`config.mk`:
```
export PLATFORM = sky130hd
export DESIGN_NAME = power_mode_control
export DESIGN_NICKNAME = d
export VERILOG_FILES = /design/src/core/power_mode_pkg.sv /design/src/core/cycle_counter.sv /design/src/core/power_mode_control.sv
export VERILOG_INCLUDE_DIRS = /design/src /design/src/core
export SDC_FILE = /design/constraint.sdc
export NUM_CORES = 1
export LEC_CHECK = 0
export ABC_AREA = 1
export ABC_CLOCK_PERIOD_IN_PS = 1950
export BUFFER_PORTS_ARGS = -buffer_cell sky130_fd_sc_hd__buf_2
export CAP_MARGIN = 0
export CELL_PAD_IN_SITES_DETAIL_PLACEMENT = 2
export CELL_PAD_IN_SITES_GLOBAL_PLACEMENT = 2
export CORE_MARGIN = 1.5
export CORE_UTILIZATION = 23
export CTS_BUF_LIST = sky130_fd_sc_hd__clkbuf_4
export DETAILED_ROUTE_END_ITERATION = 16
export MAX_ROUTING_LAYER = met4
export PLACE_DENSITY_LB_ADDON = 0.05
export SLEW_MARGIN = 20
export SYNTH_ARGS = -nofsm -noshare
export SYNTH_HDL_FRONTEND = slang
export SYNTH_SLANG_ARGS = --single-unit
```
`constraint.sdc`:
```
create_clock -name sys_clk -period 1.95 [get_ports sys_clk]
set_input_delay 0.195 -clock sys_clk [delete_from_list [all_inputs] [get_ports sys_clk]]
set_output_delay 0.195 -clock sys_clk [all_outputs]
set_load 0.01 [all_outputs]
```
`src/core/power_mode_map.svh`:
```
// Register map, field positions, reset values and timing counts of the power control
//
// Behaviour
// - Bit zero requests idle, bit one power-down.
// - Idle halts core and two-wire serial interface.
// - Idle holds pulse-width channels reset, outputs high.
// - Entering idle aborts a running conversion.
// - Timers, watchdog, data channel, interrupts stay running.
// - Power-down halts system clock and oscillator.
// - Bit five enables low-voltage reset.
// - Bit four selects low-voltage threshold level.
// - Bits three and two are plain flags.
// - Pin states follow the idle/power-down table.
// - Idle-setting write is last instruction before idle.
// - Idle preserves core registers and memory.
// - Enabled interrupt in idle clears idle bit.
// - After wake, execution resumes after setting instruction.
// - Watchdog reset restarts after three machine cycles.
// - Power-down-setting write is last instruction executed.
// - Power-down retains memory and special registers.
// - Only external reset ends power-down, clearing registers.
// - Bits seven and six unused, read zero.
// - Wake needs global and individual enable set.
`ifndef POWER_MODE_MAP_SVH
`define POWER_MODE_MAP_SVH

// Register indices; byte address is four times the index
`define PWR_CTRL_INDEX 8'h87
`define PWR_STATUS_INDEX 8'h88

// Fields of power_control_reg
`define PWR_IDLE_BIT 0
`define PWR_PDOWN_BIT 1
`define PWR_FLAG_ZERO_BIT 2
`define PWR_FLAG_ONE_BIT 3
`define PWR_LEVEL_SEL_BIT 4
`define PWR_LVR_EN_BIT 5
`define PWR_CTRL_USED_MASK 8'h3f
`define PWR_CTRL_RESET 8'h00

// Fields of the status register
`define PWR_ST_MODE_LSB 0
`define PWR_ST_RESET_BIT 2
`define PWR_ST_CLKHALT_BIT 3

// Timing, in system clocks per machine cycle and in machine cycles
`define MACHINE_CYCLE_CLKS 12
`define EXT_RESET_MIN_MC 2
`define WDT_RESTART_MC 3

`endif

```
`src/core/power_mode_pkg.sv`:
```
// Types of the power saving mode control
package power_mode_pkg;

  // Operating mode of the device
  typedef enum logic [1:0] {
    st_run = 2'b00,
    st_idle = 2'b01,
    st_pdown = 2'b10,
    st_restart = 2'b11
  } mode_t;

  // Whole state of the main module
  typedef struct packed {
    mode_t mode;
    logic [7:0] power_control_reg;
    logic waitreq;
    logic [31:0] readdata;
    logic cpu_halt;
    logic twi_halt;
    logic twi_float;
    logic pwm_hold_reset;
    logic pwm_force_high;
    logic adc_abort;
    logic clock_halt;
    logic osc_stop;
    logic sync_force_high;
    logic ddc_float;
    logic core_reset;
    logic resume_pulse;
    logic low_voltage_reset_enable;
    logic low_voltage_level_select;
  } pwr_state_t;

  // State of the cycle counter
  typedef struct packed {
    logic [15:0] count;
    logic done;
  } cnt_state_t;

endpackage : power_mode_pkg

```
`src/core/cycle_counter.sv`:
```
// Counter that flags when an enable has stood for a given number of clocks
`timescale 1ns/1ps
module cycle_counter #(
  parameter int WIDTH = 8
) (
  input wire logic sys_clk,
  input wire logic sys_rst,
  input wire logic run,
  input wire logic [WIDTH-1:0] limit,
  output logic done
);

  generate
    if (WIDTH < 2 || WIDTH > 16) begin : bad_width
      $error("cycle_counter WIDTH out of range");
    end
  endgenerate

  power_mode_pkg::cnt_state_t state;
  power_mode_pkg::cnt_state_t next_state;

  // Count while run stands, restart from zero as soon as it drops
  always_comb begin
    next_state = state;
    if (!run) begin
      next_state.count = 16'h0000;
      next_state.done = 1'b0;
    end else if (state.count[WIDTH-1:0] != limit) begin
      next_state.count = state.count + 16'h0001;
    end
    next_state.done = run && (next_state.count[WIDTH-1:0] == limit);
  end

  always_ff @(posedge sys_clk) begin
    if (sys_rst) begin
      state <= '0;
    end else begin
      state <= next_state;
    end
  end

  assign done = state.done;

endmodule : cycle_counter

```
`src/core/power_mode_control.sv`:
```
// Idle and power-down sequencing with the power control register on Avalon-MM
`timescale 1ns/1ps
`include "power_mode_map.svh"
module power_mode_control #(
  parameter int NUM_IRQ = 9,
  parameter int CNT_WIDTH = 8
) (
  input wire logic sys_clk,
  input wire logic sys_rst,
  // Avalon-MM slave, byte addresses
  input wire logic [9:0] avs_address,
  input wire logic avs_read,
  input wire logic avs_write,
  input wire logic [3:0] avs_byteenable,
  input wire logic [31:0] avs_writedata,
  output logic [31:0] avs_readdata,
  output logic avs_waitrequest,
  // Interrupt sources and their enables
  input wire logic [NUM_IRQ-1:0] irq_flags,
  input wire logic [NUM_IRQ-1:0] irq_enables,
  input wire logic global_interrupt_enable,
  // Reset sources, active high, synchronous
  input wire logic ext_reset_req,
  input wire logic wdt_reset_req,
  // Controls to the rest of the chip
  output logic cpu_halt,
  output logic twi_halt,
  output logic twi_float,
  output logic pwm_hold_reset,
  output logic pwm_force_high,
  output logic adc_abort,
  output logic clock_halt,
  output logic osc_stop,
  output logic sync_force_high,
  output logic ddc_float,
  output logic core_reset,
  output logic resume_pulse,
  output logic low_voltage_reset_enable,
  output logic low_voltage_level_select
);

  // Hold and restart times in system clocks
  localparam int EXT_HOLD_CLKS = `EXT_RESET_MIN_MC * `MACHINE_CYCLE_CLKS;
  localparam int RESTART_CLKS = `WDT_RESTART_MC * `MACHINE_CYCLE_CLKS;
  localparam logic [CNT_WIDTH-1:0] EXT_LIMIT = CNT_WIDTH'(EXT_HOLD_CLKS - 1);
  localparam logic [CNT_WIDTH-1:0] RESTART_LIMIT = CNT_WIDTH'(RESTART_CLKS - 1);

  generate
    if (NUM_IRQ < 1 || NUM_IRQ > 32) begin : bad_irq
      $error("power_mode_control NUM_IRQ out of range");
    end
    if ((1 << CNT_WIDTH) <= RESTART_CLKS || (1 << CNT_WIDTH) <= EXT_HOLD_CLKS) begin : bad_cnt
      $error("power_mode_control CNT_WIDTH too small");
    end
  endgenerate

  power_mode_pkg::pwr_state_t state;
  power_mode_pkg::pwr_state_t next_state;

  logic ext_reset_held;
  logic restart_done;
  logic bus_req;
  logic bus_take;
  logic [7:0] word_index;
  logic sel_ctrl;
  logic sel_status;
  logic wake_irq;
  logic [7:0] ctrl_written;
  logic [1:0] req_bits;

  // External reset must stand two machine cycles before it counts
  cycle_counter #(
    .WIDTH(CNT_WIDTH)
  ) ext_hold (
    .sys_clk(sys_clk),
    .sys_rst(sys_rst),
    .run(ext_reset_req),
    .limit(EXT_LIMIT),
    .done(ext_reset_held)
  );

  // Watchdog restart delay, counted only while restarting
  cycle_counter #(
    .WIDTH(CNT_WIDTH)
  ) wdt_restart (
    .sys_clk(sys_clk),
    .sys_rst(sys_rst),
    .run(state.mode == power_mode_pkg::st_restart),
    .limit(RESTART_LIMIT),
    .done(restart_done)
  );

  // Read data image of a register word
  function automatic logic [31:0] read_word(
    input logic is_ctrl,
    input logic is_status,
    input power_mode_pkg::pwr_state_t s
  );
    logic [31:0] w;
    w = 32'h0000_0000;
    if (is_ctrl) begin
      w[7:0] = s.power_control_reg & `PWR_CTRL_USED_MASK;
    end else if (is_status) begin
      w[`PWR_ST_MODE_LSB +: 2] = s.mode;
      w[`PWR_ST_RESET_BIT] = s.core_reset;
      w[`PWR_ST_CLKHALT_BIT] = s.clock_halt;
    end
    return w;
  endfunction : read_word

  // Address decode; unmapped words read zero and ignore writes
  assign bus_req = avs_read | avs_write;
  assign bus_take = bus_req & ~state.waitreq;
  assign word_index = avs_address[9:2];
  assign sel_ctrl = (word_index == `PWR_CTRL_INDEX);
  assign sel_status = (word_index == `PWR_STATUS_INDEX);

  // Wake needs the global enable and the source's own enable
  assign wake_irq = global_interrupt_enable & (|(irq_flags & irq_enables));

  // Value written to the control register, lane zero only
  assign ctrl_written = avs_writedata[7:0] & `PWR_CTRL_USED_MASK;
  assign req_bits = {ctrl_written[`PWR_PDOWN_BIT], ctrl_written[`PWR_IDLE_BIT]};

  // Next state of mode, register and pin controls
  always_comb begin
    next_state = state;
    next_state.adc_abort = 1'b0;
    next_state.resume_pulse = 1'b0;

    // One wait cycle, then the answer with read data ready
    next_state.waitreq = ~(bus_req & state.waitreq);
    if (bus_req && state.waitreq) begin
      next_state.readdata = read_word(sel_ctrl, sel_status, state);
    end

    // Software write to the control register at the answer edge
    if (bus_take && avs_write && sel_ctrl && avs_byteenable[0]) begin
      next_state.power_control_reg = ctrl_written;
      if (req_bits[1]) begin
        // Power-down wins over idle when both are requested
        next_state.mode = power_mode_pkg::st_pdown;
        next_state.power_control_reg[`PWR_IDLE_BIT] = 1'b0;
      end else if (req_bits[0] && state.mode == power_mode_pkg::st_run) begin
        // The setting write is the last instruction before idle
        next_state.mode = power_mode_pkg::st_idle;
        next_state.adc_abort = 1'b1;
      end
    end

    // Idle ends when an enabled interrupt fires
    if (state.mode == power_mode_pkg::st_idle && wake_irq) begin
      next_state.power_control_reg[`PWR_IDLE_BIT] = 1'b0;
      next_state.mode = power_mode_pkg::st_run;
      next_state.resume_pulse = 1'b1;
    end

    // Watchdog keeps running in idle and may restart the core
    if (wdt_reset_req && state.mode != power_mode_pkg::st_pdown) begin
      next_state.mode = power_mode_pkg::st_restart;
      next_state.power_control_reg = `PWR_CTRL_RESET;
    end else if (state.mode == power_mode_pkg::st_restart && restart_done) begin
      next_state.mode = power_mode_pkg::st_run;
    end

    // Only an external reset leaves power-down; it clears the register
    if (ext_reset_held) begin
      next_state.mode = power_mode_pkg::st_run;
      next_state.power_control_reg = `PWR_CTRL_RESET;
    end

    // Pin and block controls follow the next mode
    case (next_state.mode)
      power_mode_pkg::st_idle: begin
        // Core halted, registers and memory simply untouched
        next_state.cpu_halt = 1'b1;
        next_state.twi_halt = 1'b1;
        next_state.twi_float = 1'b1;
        next_state.pwm_hold_reset = 1'b1;
        next_state.pwm_force_high = 1'b1;
        next_state.clock_halt = 1'b0;
        next_state.osc_stop = 1'b0;
        next_state.sync_force_high = 1'b0;
        next_state.ddc_float = 1'b0;
      end
      power_mode_pkg::st_pdown: begin
        // Everything frozen; contents held because nothing is clocked
        next_state.cpu_halt = 1'b1;
        next_state.twi_halt = 1'b1;
        next_state.twi_float = 1'b1;
        next_state.pwm_hold_reset = 1'b1;
        next_state.pwm_force_high = 1'b1;
        next_state.clock_halt = 1'b1;
        next_state.osc_stop = 1'b1;
        next_state.sync_force_high = 1'b1;
        next_state.ddc_float = 1'b1;
      end
      default: begin
        next_state.cpu_halt = 1'b0;
        next_state.twi_halt = 1'b0;
        next_state.twi_float = 1'b0;
        next_state.pwm_hold_reset = 1'b0;
        next_state.pwm_force_high = 1'b0;
        next_state.clock_halt = 1'b0;
        next_state.osc_stop = 1'b0;
        next_state.sync_force_high = 1'b0;
        next_state.ddc_float = 1'b0;
      end
    endcase

    // Core reset while restarting or while a held external reset still stands
    next_state.core_reset = (next_state.mode == power_mode_pkg::st_restart) ||
                            (ext_reset_held && ext_reset_req);

    // Low-voltage reset controls mirror their register bits
    next_state.low_voltage_reset_enable =
      next_state.power_control_reg[`PWR_LVR_EN_BIT];
    next_state.low_voltage_level_select =
      next_state.power_control_reg[`PWR_LEVEL_SEL_BIT];
    // Unused top bits never hold a value
    next_state.power_control_reg[7:6] = 2'b00;
  end

  // Single register stage for the whole state
  always_ff @(posedge sys_clk) begin
    if (sys_rst) begin
      state <= '0;
      state.mode <= power_mode_pkg::st_run;
      state.power_control_reg <= `PWR_CTRL_RESET;
      state.waitreq <= 1'b1;
    end else begin
      state <= next_state;
    end
  end

  // Outputs straight from the state register
  assign avs_readdata = state.readdata;
  assign avs_waitrequest = state.waitreq;
  assign cpu_halt = state.cpu_halt;
  assign twi_halt = state.twi_halt;
  assign twi_float = state.twi_float;
  assign pwm_hold_reset = state.pwm_hold_reset;
  assign pwm_force_high = state.pwm_force_high;
  assign adc_abort = state.adc_abort;
  assign clock_halt = state.clock_halt;
  assign osc_stop = state.osc_stop;
  assign sync_force_high = state.sync_force_high;
  assign ddc_float = state.ddc_float;
  assign core_reset = state.core_reset;
  assign resume_pulse = state.resume_pulse;
  assign low_voltage_reset_enable = state.low_voltage_reset_enable;
  assign low_voltage_level_select = state.low_voltage_level_select;

endmodule : power_mode_control

```
==> flow_summary.rst, run 1 <==
.. list-table::
   :header-rows: 1

   * - Metric
     - Value
   * - Status
     - finished clean
   * - Wire length of the first global-routing pass
     - between 9 and 10 mm
   * - Pre-Repair DR Iteration Count
     - 3
   * - Total global routing overflow
     - 0
   * - Final-report max-slew violation count
     - 0
   * - Final hold viol count
     - 0
   * - Seq cells post-synth
     - 38
   * - Power dissipated by switching net loads
     - between 0.4 and 0.5 mW
   * - RePlAce Congestion
     - approximately 0.76
   * - Setup total negative slack
     - 0 ns
   * - Unrepaired setup endpoints after global routing
     - false
   * - Crit path max fanout
     - 4
   * - Crit path required time
     - around 2.3 ns
   * - Clk sinks
     - 38
   * - Wire length reported by the detailed router
     - 5.941 mm
   * - Buffers added on ports
     - 60
   * - All-Layer GR Usage
     - 0.1282
   * - Least setup slack across all paths after layout
     - approximately 0.3 ns
   * - Worst ir drop on vdd
     - around 0.17 mV
   * - Placement-stage worst setup slack
     - 0.1834 ns
   * - Via count
     - 2063
   * - Worst hold path class
     - in -> reg
   * - 1st-iter DRT viols
     - 22
   * - Die span in y
     - approximately 100 um
   * - Fraction of power consumed by sequential logic
     - 0.555
   * - Count of unique library cells instantiated by Yosys
     - 28
   * - Post-route cell area
     - ~2500 um2
   * - NumNets Final
     - about 450
   * - Sequential area share after synthesis
     - 0.3460
   * - Maximum cell stage delay along the critical path
     - approximately 0.33 ns
   * - Chip Width
     - a little over 100 um
   * - TritonCTS clock tree
     - done
   * - Max Buffers Root-to-Sink
     - 2
   * - Clock tree root buffer cell
     - clkbuf_4
   * - Number of post-CTS setup repair buffers
     - 0
   * - Sw Ratio
     - 0.3038
   * - Post-route clock period utilization
     - 0.8466
   * - Clock network fraction of design power
     - 0.279
   * - Kind of end point of the critical path
     - flip-flop
   * - N_diodes
     - 0
   * - Internal Power
     - just over 1 mW
   * - DP Wirelength
     - around 4.9 mm
   * - TritonCTS buffer count
     - 5
   * - Area share of the largest cell type after synthesis
     - 0.3460
   * - Number of enable flip-flop cells after synthesis
     - 0
   * - Pin count of the biggest net entering global routing
     - 17
   * - Cell count after synthesis
     - 316
   * - Summed instance area of the synthesized netlist
     - approximately 2200 um2
   * - Avg Cell Area, Syn
     - between 6 and 7 um2
   * - Critical path buffers and inverters
     - 1
   * - DR WL/cell
     - between 10 and 15 um
   * - Top_reg_cell synth
     - dfxtp_1
   * - Post-cts gate resize count
     - 0
   * - Number of global-route vias before repair
     - between 2000 and 2500
   * - Count of antenna-violating nets left after detailed routing
     - 0
   * - Pleak
     - approximately 1.3 nW
   * - Cell Area, Placed
     - around 2500 um2
   * - Number of vias per cell
     - just over 4
   * - Logic gate share of total power
     - 0.166
   * - Highest-count cells in the layout ignoring fill and taps
     - nand2_1 (71), buf_2 (60), nor2_1 (38), dfxtp_1 (38), inv_1 (34)
   * - Cell family contributing the most delay on the critical path
     - simple AND/OR/NAND/NOR gates
   * - Highest clock rate
     - about 0.61 GHz
   * - Total number of yosys warnings
     - 0
   * - Final Setup Violations
     - 0
   * - Biggest area consumer among synthesized cells
     - dfxtp_1
   * - Area delta synth->final
     - 15.88%
   * - Final core area utilization
     - 0.2757
   * - Initial antenna violation count
     - 0
   * - Final hold slack
     - between 0.04 and 0.05 ns
   * - Final std cells w/o fill
     - roughly 500
   * - Clock latency on the worst-skew pair
     - between 0.3 and 0.4 ns
   * - Element type at the critical path start
     - flip-flop
   * - Dominant cell type by count on the critical path
     - nand3_1
   * - Clock slew at the register clock pins of the worst setup and hold paths
     - 0.12 ns
   * - Cells after DPL
     - 494
   * - Effective utilization at floorplan
     - 0.2379
   * - Total DRC errors in the routed layout
     - 0
   * - Site row count
     - 35
   * - Share of post-route cells with drive strength above 1
     - 0.2252
   * - CP Cell Sequence
     - inv_1, and3_1, nand3_1, nand2_1, nand3_1, a21oi_1, ha_1, nor2_1
   * - H-tree depth
     - 2
   * - Main area contributors after synthesis
     - dfxtp_1 (35%), buf_4 (14%), nand2_1 (12%)
   * - Most frequent standard cell in the layout excluding fill and tap cells
     - nand2_1
   * - Cell Pwr Density
     - about 580 nW/um2
   * - Fraction of synthesis flops using an asynchronous set or reset pin
     - 0
   * - Fill count
     - 1133
   * - Overall Power
     - ~1.5 mW
   * - Clock period minus worst slack
     - 1.651 ns
   * - Arrival time of data at the critical path endpoint
     - slightly below 2 ns
   * - CP max stage cell
     - dfxtp_1
   * - Top-level I/O count
     - 118
   * - Area of the core region
     - between 9000 and 10000 um2
   * - Total of max-cap violations
     - 0
   * - Area enclosed by the die boundary
     - between 10000 and 15000 um2
   * - Hold-fix buffers at CTS
     - 0
   * - Setup Skew
     - about 0.0046 ns
   * - CP Class
     - reg -> reg
per-layer routing:
layer,track usage,vias to the layer above,share of wire
met3,0.02427,8,0.038
met1,0.1358,980,0.42
met5,-,-,0
met2,0.2412,33,0.53
met4,0.03575,0,0.012
li1,-,1042,-
synth_stat cells (2+ instances only):
| master | instances |
|---|---|
| nand2_1 | 71 |
| buf_4 | 40 |
| dfxtp_1 | 38 |
| nor2_1 | 38 |
| inv_1 | 34 |
| nand3_1 | 30 |
| a21oi_1 | 14 |
| o21ai_0 | 6 |
| nor3_1 | 5 |
| xor2_1 | 5 |
| ha_1 | 4 |
| o211ai_1 | 4 |
| buf_2 | 3 |
| nand4_1 | 3 |
| nor2_4 | 3 |
| clkbuf_1 | 2 |
| nand2_2 | 2 |
| nand2_4 | 2 |
| nand3b_1 | 2 |
| nor4_1 | 2 |
cells by family (layout without fill, tap and decap cells):
kind of cell | after synthesis | in the layout | share of synthesized area
adders and majority gates | 4 | 4 | 0.02277
AOI/OAI and AO/OA | 27 | 27 | 0.07229
and+or+nand+nor | 161 | 161 | 0.3284
DFF | 38 | 38 | 0.3460
buffers and inverters | 79 | 111 | 0.2049
xor gates and xnor gates | 6 | 6 | 0.02390
other | 1 | 26 | 0.001706
final timing paths:
| path | start | to | slack, ns | cells past startpoint |
|---|---|---|---|---|
| worst max-delay path | avs_waitrequest$_SDFF_PP1_ | cpu_halt$_SDFF_PP0_ | 0.30 | 8 |
| worst max register to register | avs_waitrequest$_SDFF_PP1_ | cpu_halt$_SDFF_PP0_ | 0.30 | 8 |
| worst min-delay path | avs_writedata[1] | adc_abort$_SDFF_PP0_ | 0.05 | 2 |
| worst min register to register | state[50]$_SDFFE_PP0N_ | state[50]$_SDFFE_PP0N_ | 0.48 | 2 |
power by group through the flow:
stage	clock network [mW]	registers [mW]	logic [mW]
3_3_place_gp	0	0.833	0.247
4_1_cts	0.447	0.817	0.250
2_1_floorplan	0	0.836	0.203
3_5_place_dp	0	0.835	0.249
5_1_grt	0.469	0.820	0.280
6_report	0.411	0.816	0.243
layout make-up:
| class | instances | area [um2] | share of cell area |
|---|---|---|---|
| clock buffer | 5 | 37.54 | 0.01473 |
| clock inverter | 3 | 11.26 | 0.004420 |
| inverter | 34 | 127.6 | 0.05010 |
| multi-input combinational | 224 | 1081 | 0.4244 |
| sequential | 38 | 760.7 | 0.2986 |
| tap | 129 | 161.4 | 0.06336 |
| timing repair buffer | 69 | 367.9 | 0.1444 |
flip-flops by register name, summed over array words and instances, names as in the netlist, 6 cells and up:
signal / cells
ext_hold.state: 8
state: 8
wdt_restart.state: 8
avs_readdata: 6
Power figures use the tool's default switching activity.
==> run 2, diff against run 1 <==
- ABC_CLOCK_PERIOD_IN_PS: 1950 -> 1340
- CORE_UTILIZATION: 23 -> 21
- clock period: 1.95 -> 1.34 ns (I/O delays scaled with it)
==> flow_summary.rst, run 2 (synthesis results as in run 1) <==
.. list-table::
   :header-rows: 1

   * - Metric
     - Value
   * - Highest-count cells in the layout ignoring fill and taps
     - buf_2 (60), nand2_1 (55), buf_4 (48)
   * - Arrival time of data at the critical path endpoint
     - about 1.7 ns
   * - Cell Pwr Density
     - between 700 and 800 nW/um2
   * - Clock latency on the worst-skew pair
     - 0.35 ns
   * - Status
     - finished, violations left
   * - 1st-iter DRT viols
     - 33
   * - Final-report max-slew violation count
     - 0
   * - Wire length of the first global-routing pass
     - between 10 and 15 mm
   * - DP Wirelength
     - 5.432 mm
   * - Pre-Repair DR Iteration Count
     - 3
   * - Effective utilization at floorplan
     - 0.2149
   * - Number of stages on the worst setup path
     - 10
   * - Max Buffers Root-to-Sink
     - 2
   * - CP max stage cell
     - dfxtp_2
   * - Worst hold path class
     - in -> reg
   * - Destination of the worst hold path
     - state[52]$_SDFFE_PP0N_
   * - Number of vias per cell
     - roughly 4.1
   * - Area delta synth->final
     - 44.34%
   * - CP Class
     - reg -> reg
   * - Site row count
     - 37
   * - Highest clock rate
     - roughly 0.68 GHz
   * - Cell family contributing the most delay on the critical path
     - simple AND/OR/NAND/NOR gates
   * - Chip Width
     - roughly 110 um
   * - TritonCTS clock tree
     - done
   * - Final core area utilization
     - 0.3101
   * - Worst hold start
     - avs_writedata[5]
   * - Sequential cell area
     - 778.2 um2
   * - Top-level I/O count
     - 118
   * - RePlAce Congestion
     - ~0.76
   * - Dominant cell type by count on the critical path
     - nor2_1
   * - Top Registers
     - ext_hold.state (8), state (8), wdt_restart.state (8)
   * - NumNets Final
     - 489
   * - Clock slew at the register clock pins of the worst setup and hold paths
     - ~0.13 ns
   * - Critical path buffers and inverters
     - 1
   * - Die span in y
     - ~110 um
   * - N_diodes
     - 0
   * - Element type at the critical path start
     - flip-flop
   * - Worst reg2reg path startpoint
     - avs_waitrequest$_SDFF_PP1_
   * - Number of global-route vias before repair
     - roughly 2300
   * - Clock tree root buffer cell
     - clkbuf_4
   * - Most frequent standard cell in the layout excluding fill and tap cells
     - buf_2
   * - Total DRC errors in the routed layout
     - 0
   * - Hold depth
     - 3
   * - Post-route cell area
     - roughly 3200 um2
   * - Area enclosed by the die boundary
     - ~11000 um2
   * - Area taken by multi-input logic gates
     - between 1000 and 1500 um2
   * - Clk sinks
     - 38
   * - Setup Skew
     - approximately 0.018 ns
   * - Clock period minus worst slack
     - around 1.5 ns
   * - All-Layer GR Usage
     - 0.1313
   * - Least setup slack across all paths after layout
     - -0.1333 ns
   * - Crit path required time
     - 1.57 ns
   * - Final Setup Violations
     - 6
   * - Worst setup slack for register-to-register paths
     - -0.13 ns
   * - R2R depth
     - 10
   * - H-tree depth
     - 2
   * - CP Cell Sequence
     - inv_2, and3_4, nand3_2, nand2_2, nor2_4, nor2_2, nor2_1, ha_2, a21oi_2, nor2_1
   * - Violations in the final reports
     - setup timing
   * - Initial antenna violation count
     - 0
   * - Worst ir drop on vdd
     - around 0.30 mV
   * - Kind of end point of the critical path
     - flip-flop
   * - Area of the core region
     - approximately 10000 um2
   * - Fill count
     - around 1300
   * - Count of antenna-violating nets left after detailed routing
     - 0
   * - Pin count of the biggest net entering global routing
     - 17
   * - Total of max-cap violations
     - 0
   * - Worst R2R End
     - core_reset$_SDFF_PP0_
   * - Post-route clock period utilization
     - 1.100
   * - Buffers added on ports
     - 60
   * - Final hold viol count
     - 0
   * - Wire length reported by the detailed router
     - 6.940 mm
   * - Crit path max fanout
     - 4
   * - TritonCTS buffer count
     - 5
   * - Total global routing overflow
     - 0
   * - Cell Area, Placed
     - around 2800 um2
   * - Share of post-route cells with drive strength above 1
     - 0.4627
   * - DR WL/cell
     - between 10 and 15 um
   * - Pleak
     - 1.550 nW
   * - Maximum cell stage delay along the critical path
     - ~0.35 ns
   * - Unrepaired setup endpoints after global routing
     - true
   * - Via count
     - about 2200
==> run 2: cell count changes in the layout (fill, tap and decap cells not counted), sizes merged <==
cell / change
bufinv: +1
dlygate4sd3: +1
buf: +41
clkinv: -1
==> run 2: cell type report <==
type                       count  share of cell area
multi-input combinational    224              0.4164
sequential                    38              0.2453
timing repair buffer         111              0.2185
tap                          136             0.05363
inverter                      34             0.04180
clock inverter                 3             0.01262
clock buffer                   5             0.01183
==> run 2: per-stage QoR <==
stage	worst slack, ns	hold WS, ns	instances	total power, mW	TNS (ns)
2_1_floorplan	-0.1353	0.2118	341	1.519	-0.2635
3_3_place_gp	-0.2006	0.3526	532	1.622	-1.015
3_5_place_dp	-0.2631	0.3433	532	1.627	-1.367
4_1_cts	-0.1218	0.01159	546	2.501	-0.4417
5_1_grt	-0.2383	0.01671	551	2.633	-1.059
6_report	-0.1333	0.03437	551	2.464	-0.3438
==> run 2: where the power goes <==
group | leakage [nW] | total [mW] | internal, mW | switching, mW
Sequential | 0.312 | 1.19 | 1.16 | 0.0285
Combinational | 1.19 | 0.466 | 0.206 | 0.261
Clock | 0.0450 | 0.807 | 0.387 | 0.420
==> run 2: how the worst max path moves through the flow <==
| stage | slack (ns) | start | end |
|---|---|---|---|
| final | -0.13 | avs_waitrequest$_SDFF_PP1_ | core_reset$_SDFF_PP0_ |
| after global routing | -0.24 | state[56]$_SDFF_PP0_ | core_reset$_SDFF_PP0_ |
| after CTS | -0.12 | avs_waitrequest$_SDFF_PP1_ | cpu_halt$_SDFF_PP0_ |
| after detailed placement | -0.26 | avs_address[5] | cpu_halt$_SDFF_PP0_ |
| after global placement | -0.20 | avs_address[5] | cpu_halt$_SDFF_PP0_ |
| after floorplan | -0.14 | avs_waitrequest$_SDFF_PP1_ | core_reset$_SDFF_PP0_ |
==> run 2: repair_timing <==
item                       CTS  global route
hold endpoints to repair     1             0
pin swaps                   17            30
hold buffers                 1             0
setup endpoints to repair   16            18
resized for setup           36            45
setup buffers                5             7
==> run 2: worst reg2reg max path, cell delays in order, from the launching register on <==
cell and delay, ns:
dfxtp_2 0.35, inv_2 0.05, and3_4 0.22, nand3_2 0.09, nand2_2 0.10, nor2_4 0.05
nor2_2 0.12, nor2_1 0.06, ha_2 0.18, a21oi_2 0.09, nor2_1 0.04
==> run 2: metal layers <==
layer	up-vias	track usage	wire length [um]
li1	1129	-	-
met1	1071	0.1410	2825
met2	35	0.2460	3840
met3	5	0.02783	207
met4	0	0.02935	65
met5	-	-	0
==> run 3, diff against run 2 <==
- BUFFER_PORTS_ARGS: -buffer_cell sky130_fd_sc_hd__buf_2 -> -buffer_cell sky130_fd_sc_hd__buf_4
- CELL_PAD_IN_SITES_DETAIL_PLACEMENT: 2 -> unset
- CELL_PAD_IN_SITES_GLOBAL_PLACEMENT: 2 -> unset
- CORE_UTILIZATION: 21 -> 30
==> flow_summary.rst, run 3 (synthesis results as in run 1) <==
.. list-table::
   :header-rows: 1

   * - Metric
     - Value
   * - Status
     - finished, violations left
   * - Violations in the final reports
     - setup timing
   * - Final-report max-slew violation count
     - 0
   * - Worst setup slack for register-to-register paths
     - -0.09 ns
   * - 1st-iter DRT viols
     - about 40
   * - Area enclosed by the die boundary
     - between 7000 and 8000 um2
   * - Final hold viol count
     - 0
   * - Worst ir drop on vdd
     - between 0.3 and 0.4 mV
   * - Total DRC errors in the routed layout
     - 0
   * - Final hold slack
     - 0.04547 ns
   * - Pre-Repair DR Iteration Count
     - 4
   * - Site row count
     - 31
   * - Critical path endpoint
     - core_reset$_SDFF_PP0_
   * - Share of post-route cells with drive strength above 1
     - 0.3985
   * - RePlAce Congestion
     - between 0.7 and 0.8
   * - Cell family contributing the most delay on the critical path
     - simple AND/OR/NAND/NOR gates
   * - Initial antenna violation count
     - 0
   * - Clock tree root buffer cell
     - clkbuf_4
   * - Pin count of the biggest net entering global routing
     - 17
   * - Buffers added on ports
     - 60
   * - Die span in y
     - between 80 and 90 um
   * - Effective utilization at floorplan
     - 0.3064
   * - Wire length of the first global-routing pass
     - between 8 and 9 mm
   * - Highest-count cells in the layout ignoring fill and taps
     - buf_4 (99), nand2_1 (62), nor2_1 (31)
   * - Kind of end point of the critical path
     - flip-flop
   * - Highest clock rate
     - between 0.6 and 0.7 GHz
   * - Cell Pwr Density
     - ~800 nW/um2
   * - Chip Width
     - 88.60 um
   * - NumNets Final
     - 478
   * - Top-level I/O count
     - roughly 120
   * - Pleak
     - 1.484 nW
   * - Worst reg2reg path startpoint
     - avs_waitrequest$_SDFF_PP1_
   * - Post-route clock period utilization
     - 1.067
   * - Worst hold path class
     - in -> reg
   * - Setup Skew
     - about 0.016 ns
   * - DP Wirelength
     - ~3.9 mm
   * - Clk sinks
     - 38
   * - Top Registers
     - ext_hold.state (8), state (8), wdt_restart.state (8)
   * - Unrepaired setup endpoints after global routing
     - true
   * - TritonCTS buffer count
     - 5
   * - Area of the core region
     - just over 7000 um2
   * - Via count
     - 2086
   * - Total of max-cap violations
     - 0
   * - Element type at the critical path start
     - flip-flop
   * - CP max stage cell
     - dfxtp_2
   * - Worst setup startpoint
     - avs_waitrequest$_SDFF_PP1_
   * - Least setup slack across all paths after layout
     - -0.09013 ns
   * - Wire length reported by the detailed router
     - ~5.1 mm
   * - Final Setup Violations
     - 3
   * - H-tree depth
     - 2
   * - Overall Power
     - between 2 and 2.5 mW
   * - Critical path buffers and inverters
     - 1
   * - Clock latency on the worst-skew pair
     - roughly 0.35 ns
   * - Clock slew at the register clock pins of the worst setup and hold paths
     - 0.13 ns
   * - Count of antenna-violating nets left after detailed routing
     - 0
   * - Worst R2R End
     - core_reset$_SDFF_PP0_
   * - Crit path required time
     - around 1.6 ns
   * - Number of stages on the worst setup path
     - 11
   * - TritonCTS clock tree
     - done
   * - Number of vias per cell
     - slightly above 4
   * - Crit path max fanout
     - 5
   * - R2R depth
     - 11
   * - Clock period minus worst slack
     - 1.430 ns
   * - Area delta synth->final
     - 40.01%
   * - DR WL/cell
     - about 10 um
   * - Arrival time of data at the critical path endpoint
     - 1.72 ns
   * - CP Class
     - reg -> reg
   * - Most frequent standard cell in the layout excluding fill and tap cells
     - buf_4
   * - N_diodes
     - 0
   * - Number of global-route vias before repair
     - around 1900
   * - CP Cell Sequence
     - inv_2, and3_4, nand2_4, nand2_1, nand2_1, nor2_2, nor2_2, nor2_1, ha_2, a21oi_2, nor2_1
   * - All-Layer GR Usage
     - 0.1425
   * - Total global routing overflow
     - 0
   * - Max Buffers Root-to-Sink
     - 2
   * - Maximum cell stage delay along the critical path
     - ~0.35 ns
## run 3: area by class of cell
class,instances,area (um2)
Clock inverter,3,40.04
Multi-Input combinational cell,224,1222
Fill cell,760,4098
Clock buffer,5,37.54
Tap cell,99,123.9
Sequential cell,38,770.7
Timing Repair Buffer,100,753.2
Inverter,34,130.1
## run 3: routing by layer
layer | routed length, um | track usage | up-vias
met5 | 0 | - | -
met4 | 57 | 0.04545 | 0
met3 | 248 | 0.02799 | 10
met2 | 2535 | 0.2429 | 43
met1 | 2281 | 0.1691 | 921
li1 | - | - | 1112
## run 3: worst reg2reg max path: stages (launching register included)
cell and delay [ns]:
dfxtp_2 0.35, inv_2 0.05, and3_4 0.22, nand2_4 0.06, nand2_1 0.05, nand2_1 0.06, nor2_2 0.14, nor2_2 0.05
nor2_1 0.10, ha_2 0.18, a21oi_2 0.03, nor2_1 0.08
## run 3: what timing repair did
item / 4_1_cts / 5_1_grt
hold buffers: 1 / 0
pin swaps: 14 / 10
setup buffers: 4 / 3
hold endpoints to repair: 1 / 0
gates resized for setup: 22 / 26
endpoints found under the setup margin: 7 / 14
## run 3: power by group
group / switching (mW) / total, mW / internal, mW
logic: 0.232 / 0.476 / 0.243
clock network: 0.399 / 0.786 / 0.387
registers: 0.0284 / 1.20 / 1.17
## run 3: worst min-delay path by stage
stage / end / slack (ns) / cells after the start / from
after CTS: state[50]$_SDFFE_PP0N_ / 0.03 / 3 / avs_writedata[3]
after floorplan: adc_abort$_SDFF_PP0_ / 0.21 / 1 / avs_writedata[1]
after global routing: state[52]$_SDFFE_PP0N_ / 0.03 / 3 / avs_writedata[5]
after detailed placement: adc_abort$_SDFF_PP0_ / 0.33 / 2 / avs_writedata[1]
after global placement: adc_abort$_SDFF_PP0_ / 0.34 / 2 / avs_writedata[1]
final: state[50]$_SDFFE_PP0N_ / 0.05 / 3 / avs_writedata[3]
## run 3: per-stage QoR
step | worst slack, ns | instance area [um2] | instances | TNS, ns | util
after floorplan | -0.1353 | 2311 | 341 | -0.2635 | -
after global placement | -0.1810 | 2804 | 488 | -0.7649 | 0.3908
after detailed placement | -0.2147 | 2804 | 488 | -0.8057 | 0.3908
after CTS | -0.1028 | 2997 | 501 | -0.2556 | 0.4176
after global routing | -0.1901 | 3078 | 503 | -0.8021 | 0.4289
final | -0.09013 | 3078 | 503 | -0.2024 | 0.4289
